**src/rtl/gpio_port_defs.svh**
```systemverilog
// Purpose: constants for the bidirectional parallel port block
// Assumes: one 16-bit lane slice per port, unused lanes tie to zero, pad_oe_n lanes to one
// Notes: widths of every port and reset values of control bits
`ifndef GPIO_PORT_DEFS_SVH
`define GPIO_PORT_DEFS_SVH
`define LANE_W        16
`define NUM_PORTS     9
`define DIR_RESET     16'h0000
`define LATCH_RESET   16'h0000
`define OD_RESET      16'h0000
`define PEN_RESET     16'h0000
`define PSEL_RESET    16'h0000
`define HOLD_RESET    16'h0000
`define W_P0L         8
`define W_P0H         8
`define W_P1L         8
`define W_P1H         8
`define W_P2          14
`define W_P3          16
`define W_P4          6
`define W_P6          3
`define W_P7          10
`endif

```
**src/rtl/gpio_port_pkg.sv**
```systemverilog
// Purpose: types for the parallel port block
// Assumes: gpio_port_defs.svh constants
// Notes: operations a cpu access may request
package gpio_port_pkg;
  typedef enum logic [1:0] {op_idle, op_write, op_rmw} op_type;
  typedef enum logic [1:0] {f_and, f_or, f_xor, f_pass} rmw_fn_type;
endpackage

```
**src/rtl/parallel_ports.sv**
```systemverilog
// Purpose: bidirectional general purpose parallel ports
// Assumes: cpu access strobes are one-cycle pulses on ref_clk
// Notes: ports indexed 0..8 as p0l,p0h,p1l,p1h,p2,p3,p4,p6,p7
`timescale 1ns/1ps
`include "gpio_port_defs.svh"
module parallel_ports
  import gpio_port_pkg::*;
(
  // clock and reset
  input  wire logic                          ref_clk,
  input  wire logic                          rstn,
  // cpu access
  input  wire op_type                        op,
  input  wire logic [3:0]                    port_sel,
  input  wire logic [2:0]                    field_sel,
  input  wire logic [`LANE_W-1:0]            wr_data,
  input  wire logic [`LANE_W-1:0]            bit_mask,
  input  wire rmw_fn_type                    rmw_fn,
  input  wire logic                          powerdown,
  output logic      [`LANE_W-1:0]            rd_data,
  // pads
  input  wire logic [`NUM_PORTS*`LANE_W-1:0] pad_in,
  output logic      [`NUM_PORTS*`LANE_W-1:0] pad_out,
  output logic      [`NUM_PORTS*`LANE_W-1:0] pad_oe_n,
  output logic      [`NUM_PORTS*`LANE_W-1:0] pull_up,
  output logic      [`NUM_PORTS*`LANE_W-1:0] pull_down
);
  // port widths, lanes above a port's width stay zero, except pad_oe_n which stays one
  localparam int unsigned WIDTHS [`NUM_PORTS] = '{`W_P0L, `W_P0H, `W_P1L, `W_P1H,
    `W_P2, `W_P3, `W_P4, `W_P6, `W_P7};

  typedef struct packed {
    logic [`NUM_PORTS-1:0][`LANE_W-1:0] dir;
    logic [`NUM_PORTS-1:0][`LANE_W-1:0] latch;
    logic [`NUM_PORTS-1:0][`LANE_W-1:0] od;
    logic [`NUM_PORTS-1:0][`LANE_W-1:0] pen;
    logic [`NUM_PORTS-1:0][`LANE_W-1:0] psel;
    logic [`NUM_PORTS-1:0][`LANE_W-1:0] hold;
    logic [`NUM_PORTS-1:0][`LANE_W-1:0] pin;
    logic [`NUM_PORTS-1:0][`LANE_W-1:0] pout;
    logic [`NUM_PORTS-1:0][`LANE_W-1:0] poe_n;
    logic [`NUM_PORTS-1:0][`LANE_W-1:0] pup;
    logic [`NUM_PORTS-1:0][`LANE_W-1:0] pdn;
    logic                 pd;
    logic [`LANE_W-1:0]   rd;
  } state_type;

  state_type st;
  state_type next_st;

  logic [`NUM_PORTS-1:0][`LANE_W-1:0] wmask;
  logic [`NUM_PORTS-1:0][`LANE_W-1:0] d_out;
  logic [`NUM_PORTS-1:0][`LANE_W-1:0] d_oe_n;
  logic [`NUM_PORTS-1:0][`LANE_W-1:0] d_pu;
  logic [`NUM_PORTS-1:0][`LANE_W-1:0] d_pd;
  logic [`NUM_PORTS-1:0][`LANE_W-1:0] rdv;
  logic [`NUM_PORTS-1:0][`LANE_W-1:0] rmwv;

  genvar p;
  generate
    for (p = 0; p < `NUM_PORTS; p = p + 1)
    begin : g_port
      // lanes that exist on this port
      assign wmask[p] = 16'hffff >> (`LANE_W - WIDTHS[p]);
      pin_driver u_drv (
        .dir       (st.dir[p]),
        .latch     (st.latch[p]),
        .od        (st.od[p]),
        .pen       (st.pen[p]),
        .psel      (st.psel[p]),
        .hold      (st.hold[p]),
        .powerdown (st.pd),
        .pad_out   (d_out[p]),
        .pad_oe_n  (d_oe_n[p]),
        .pull_up   (d_pu[p]),
        .pull_down (d_pd[p])
      );
      rmw_unit u_rmw (
        .dir        (st.dir[p]),
        .latch      (st.latch[p]),
        .pin_sample (st.pin[p]),
        .fn         (rmw_fn),
        .operand    (wr_data),
        .read_val   (rdv[p]),
        .rmw_val    (rmwv[p])
      );
    end
  endgenerate

  // next state: sampling, cpu writes, pad outputs
  always_comb
  begin
    logic [`LANE_W-1:0] m;
    logic [`LANE_W-1:0] v;
    logic [`LANE_W-1:0] cur;
    next_st = st;
    m = 16'h0000;
    v = 16'h0000;
    cur = 16'h0000;
    next_st.pd = powerdown;
    for (int k = 0; k < `NUM_PORTS; k++)
    begin
      next_st.pin[k]   = pad_in[k*`LANE_W +: `LANE_W] & wmask[k];
      next_st.pout[k]  = d_out[k] & wmask[k];
      next_st.poe_n[k] = d_oe_n[k] | ~wmask[k];
      next_st.pup[k]   = d_pu[k] & wmask[k];
      next_st.pdn[k]   = d_pd[k] & wmask[k];
    end
    // read path shows latch or pin per line for field 0, the selected control field for fields 1 to 5, else zero
    next_st.rd = 16'h0000;
    if (port_sel < 4'(`NUM_PORTS))
    begin
      m = bit_mask & wmask[port_sel];
      case (field_sel)
        3'h0: cur = rdv[port_sel];
        3'h1: cur = st.dir[port_sel];
        3'h2: cur = st.od[port_sel];
        3'h3: cur = st.pen[port_sel];
        3'h4: cur = st.psel[port_sel];
        3'h5: cur = st.hold[port_sel];
        default: cur = 16'h0000;
      endcase
      next_st.rd = cur & wmask[port_sel];
      if (op == op_rmw)
      begin
        v = (field_sel == 3'h0) ? rmwv[port_sel] : ((cur & ~wr_data) | wr_data);
      end
      else
      begin
        v = wr_data;
      end
      if (op != op_idle)
      begin
        case (field_sel)
          3'h0: next_st.latch[port_sel] = (st.latch[port_sel] & ~m) | (v & m);
          3'h1: next_st.dir[port_sel]   = (st.dir[port_sel] & ~m) | (v & m);
          3'h2: next_st.od[port_sel]    = (st.od[port_sel] & ~m) | (v & m);
          3'h3: next_st.pen[port_sel]   = (st.pen[port_sel] & ~m) | (v & m);
          3'h4: next_st.psel[port_sel]  = (st.psel[port_sel] & ~m) | (v & m);
          3'h5: next_st.hold[port_sel]  = (st.hold[port_sel] & ~m) | (v & m);
          default: next_st.latch[port_sel] = st.latch[port_sel];
        endcase
      end
    end
  end

  // state register
  always_ff @(posedge ref_clk)
  begin
    if (!rstn)
    begin
      for (int k = 0; k < `NUM_PORTS; k++)
      begin
        st.dir[k]   <= `DIR_RESET;
        st.latch[k] <= `LATCH_RESET;
        st.od[k]    <= `OD_RESET;
        st.pen[k]   <= `PEN_RESET;
        st.psel[k]  <= `PSEL_RESET;
        st.hold[k]  <= `HOLD_RESET;
        st.pin[k]   <= 16'h0000;
        st.pout[k]  <= 16'h0000;
        st.poe_n[k] <= 16'hffff;
        st.pup[k]   <= 16'h0000;
        st.pdn[k]   <= 16'h0000;
      end
      st.pd <= 1'b0;
      st.rd <= 16'h0000;
    end
    else
    begin
      st <= next_st;
    end
  end

  // outputs straight from flip-flops
  assign rd_data   = st.rd;
  assign pad_out   = st.pout;
  assign pad_oe_n  = st.poe_n;
  assign pull_up   = st.pup;
  assign pull_down = st.pdn;
endmodule

```
**src/rtl/pin_driver.sv**
```systemverilog
// Purpose: per-line pad control for one port
// Assumes: pad levels are resolved outside from the enables
// Notes: oe is low while the line drives
`timescale 1ns/1ps
`include "gpio_port_defs.svh"
module pin_driver
  import gpio_port_pkg::*;
(
  // settings
  input  wire logic [`LANE_W-1:0] dir,
  input  wire logic [`LANE_W-1:0] latch,
  input  wire logic [`LANE_W-1:0] od,
  input  wire logic [`LANE_W-1:0] pen,
  input  wire logic [`LANE_W-1:0] psel,
  input  wire logic [`LANE_W-1:0] hold,
  input  wire logic               powerdown,
  // pad controls
  output logic      [`LANE_W-1:0] pad_out,
  output logic      [`LANE_W-1:0] pad_oe_n,
  output logic      [`LANE_W-1:0] pull_up,
  output logic      [`LANE_W-1:0] pull_down
);
  genvar i;
  generate
    for (i = 0; i < `LANE_W; i = i + 1)
    begin : g_line
      logic drv_ok;
      logic drv;
      // driver allowed unless in power-down with hold clear
      assign drv_ok = ~powerdown | hold[i];
      // open-drain only drives a low; push/pull drives both levels
      assign drv = dir[i] & drv_ok & (~od[i] | ~latch[i]);
      assign pad_out[i]  = od[i] ? 1'b0 : latch[i];
      assign pad_oe_n[i] = ~drv;
      assign pull_up[i]   = pen[i] & psel[i];
      assign pull_down[i] = pen[i] & ~psel[i];
    end
  endgenerate
endmodule

```
**src/rtl/rmw_unit.sv**
```systemverilog
// Purpose: read source and read-modify-write result for one port
// Assumes: sampled pins and latch are registered values
// Notes: combinational
`timescale 1ns/1ps
`include "gpio_port_defs.svh"
module rmw_unit
  import gpio_port_pkg::*;
(
  // state
  input  wire logic [`LANE_W-1:0] dir,
  input  wire logic [`LANE_W-1:0] latch,
  input  wire logic [`LANE_W-1:0] pin_sample,
  // operation
  input  wire rmw_fn_type         fn,
  input  wire logic [`LANE_W-1:0] operand,
  // result
  output logic      [`LANE_W-1:0] read_val,
  output logic      [`LANE_W-1:0] rmw_val
);
  // per line: latch for outputs, pin for inputs
  assign read_val = (dir & latch) | (~dir & pin_sample);
  // modify step
  always_comb
  begin
    case (fn)
      f_and:   rmw_val = read_val & operand;
      f_or:    rmw_val = read_val | operand;
      f_xor:   rmw_val = read_val ^ operand;
      default: rmw_val = operand;
    endcase
  end
endmodule

```
**config.mk**
```make
export PLATFORM = sky130hd
export DESIGN_NAME = parallel_ports
export DESIGN_NICKNAME = d
export VERILOG_FILES = /design/src/rtl/gpio_port_pkg.sv /design/src/rtl/parallel_ports.sv /design/src/rtl/pin_driver.sv /design/src/rtl/rmw_unit.sv
export VERILOG_INCLUDE_DIRS = /design/src /design/src/rtl
export SDC_FILE = /design/constraint.sdc
export NUM_CORES = 2
export LEC_CHECK = 0
export BUFFER_PORTS_ARGS = -buffer_cell sky130_fd_sc_hd__buf_2
export CORE_MARGIN = 10
export CORE_UTILIZATION = 30
export CTS_CLUSTER_DIAMETER = 50
export DETAILED_ROUTE_END_ITERATION = 10
export PLACE_DENSITY = 0.5
export SLEW_MARGIN = 0
export SYNTH_ARGS = -nofsm -noshare
export SYNTH_HDL_FRONTEND = slang
export SYNTH_HIERARCHICAL = 1
export SYNTH_SLANG_ARGS = --single-unit
```
**constraint.sdc**
```tcl
create_clock -name ref_clk -period 5.89 [get_ports ref_clk]
set_input_delay 1.178 -clock ref_clk [delete_from_list [all_inputs] [get_ports ref_clk]]
set_output_delay 1.178 -clock ref_clk [all_outputs]
set_load 0.05 [all_outputs]
```
==> flow_summary.json <==
{
  "slew_headroom_pct": 11.8,
  "drive_above_1_share_pct": 17.0,
  "io_buffers": 466,
  "p_leak_nw": 33.1,
  "synthCells": 7492,
  "stdcell_area_mm2": 0.0790,
  "finalSetupViolCount": 0,
  "fin_crit_sh_pct": 75.2,
  "grt-ovfl-total": 0,
  "cts_buffers": 187,
  "vias": 56756,
  "cts_tree": "built",
  "hold_violations": 0,
  "cts_resized": 0,
  "hold_start": "st[1088]",
  "cts_buffer_depth": 3,
  "cp_max_fo": 49,
  "dp_hpwl_mm": 214,
  "antenna_found_initial": 40,
  "nets": 7992,
  "dieArea_mm2": 0.254,
  "powerDensity_mw_per_mm2": 285,
  "hold_class": "register to register",
  "syn_to_final_growth_pct": 12.3,
  "antenna_left": 0,
  "dpl_cell_area_mm2": 0.0724,
  "tightest_slew_ns": 1.32,
  "routabilityCongestion": 0.954,
  "viasPerCell": 5.24,
  "io_pins": 782,
  "dr.pass1.iters": 9,
  "peakVddDrop_v": 0.000241,
  "timing.max_cap.violations": 0,
  "cts_max_level": 4,
  "path_class": "input pin to register",
  "tns_ns": 0,
  "start_kind": "input pin",
  "coreArea_mm2": 0.233,
  "setup_ws_ns": 1.46,
  "hold_ws_ns": 0.452,
  "end_kind": "register",
  "cts.hold.buffers_added": 0,
  "drc": 0,
  "maxSlewViolCount": 0,
  "reg2reg_from": "st[1475]",
  "status": "completed",
  "post-route-min-period_ns": 4.43,
  "start_util_pct": 30.2,
  "instances_no_fill": 10833,
  "place_ws_ns": 0.917,
  "ys_warn_count": 6,
  "routed_wl_mm": 290,
  "initialDrtViolationCount": 6219,
  "grt_pass1_wl_mm": 406,
  "die_y_um": 504,
  "cts_sinks": 1286,
  "clock_latency_ns": 0.87,
  "worstPathRequired_ns": 6.61,
  "avgSynthCellArea_um2": 9.39,
  "grt_max_degree": 283,
  "fp.dieW_um": 504,
  "clock-skew-final_ns": 0.0447,
  "fmax_ghz": 0.226,
  "clk_pin_slew_worst_paths_ns": 0.05,
  "syn-cell-area_mm2": 0.0703,
  "wl_per_cell_um": 26.7,
  "rrSetupSlack_ns": 2.22,
  "cp.arrival_ns": 5.15,
  "numPlacedInstances": 10457,
  "utilization_pct": 33.9,
  "rows": 177,
  "p_total_mw": 22.6,
  "critPathLaunch": "port_sel[0]",
  "grt_pass1_vias": 53842,
  "cts_setup_buffers": 0,
  "rsz0062_at_grt": "false",
  "track_usage_pct": 21.5,
  "cts_root_buf": "clkbuf_16"
}
[registers in the layout, summed over array words and instances, names as in the netlist]
signal / count
st: 946
rd_data: 16
pull_up: 81
pull_down: 81
pad_oe_n: 81
pad_out: 81
[worst max-delay path, stage by stage]
cell and delay, ns:
buf_8 0.41, or3b_2 0.90, buf_4 0.35, o22ai_1 0.09
a221oi_1 1.00, nor2_1 0.63, nor4_1 0.40, nor3_1 0.09
[final timing paths]
check,endpoint,cells past startpoint
min,st[1088],1
min reg2reg,st[1088],1
max reg2reg,st[1139],10
max,st[1509],8
[power by group]
part / internal (mW) / total, mW / switching (mW)
Clock: 7.02 / 11.7 / 4.67
Sequential: 8.75 / 8.83 / 0.0759
Combinational: 0.582 / 2.03 / 1.45
[final cells by class]
class	count	area, um2
Antenna cell	27	67.6
Clock buffer	233	5150
Clock inverter	116	1350
Fill cell	23891	154000
Inverter	439	1650
Multi-Input combinational cell	4953	37100
Sequential cell	1286	25700
Tap cell	3132	3920
Timing Repair Buffer	647	4000
[cell usage in the layout, fill, tap and decap left out, drive strengths merged, types with 148 or more instances in the layout]
cell type,instances
and2,805
buf,647
clkbuf,233
a21oi,195
nand2b,172
conb,315
nand2,304
dfxtp,1286
nor2,148
inv,476
o21ai,490
nor3,556
ha,288
mux4,292
nor4,174
nor2b,168
mux2i,345
[metal layers]
metal	share of wire (%)	vias to the layer above	GRT usage [%]
met2	41	3043	30.1
li1	-	25449	-
met5	0.067	-	0
met3	9.2	549	5.06
met1	44	27685	30.0
met4	6.1	30	12.3
(Power assumes the default switching activity.)
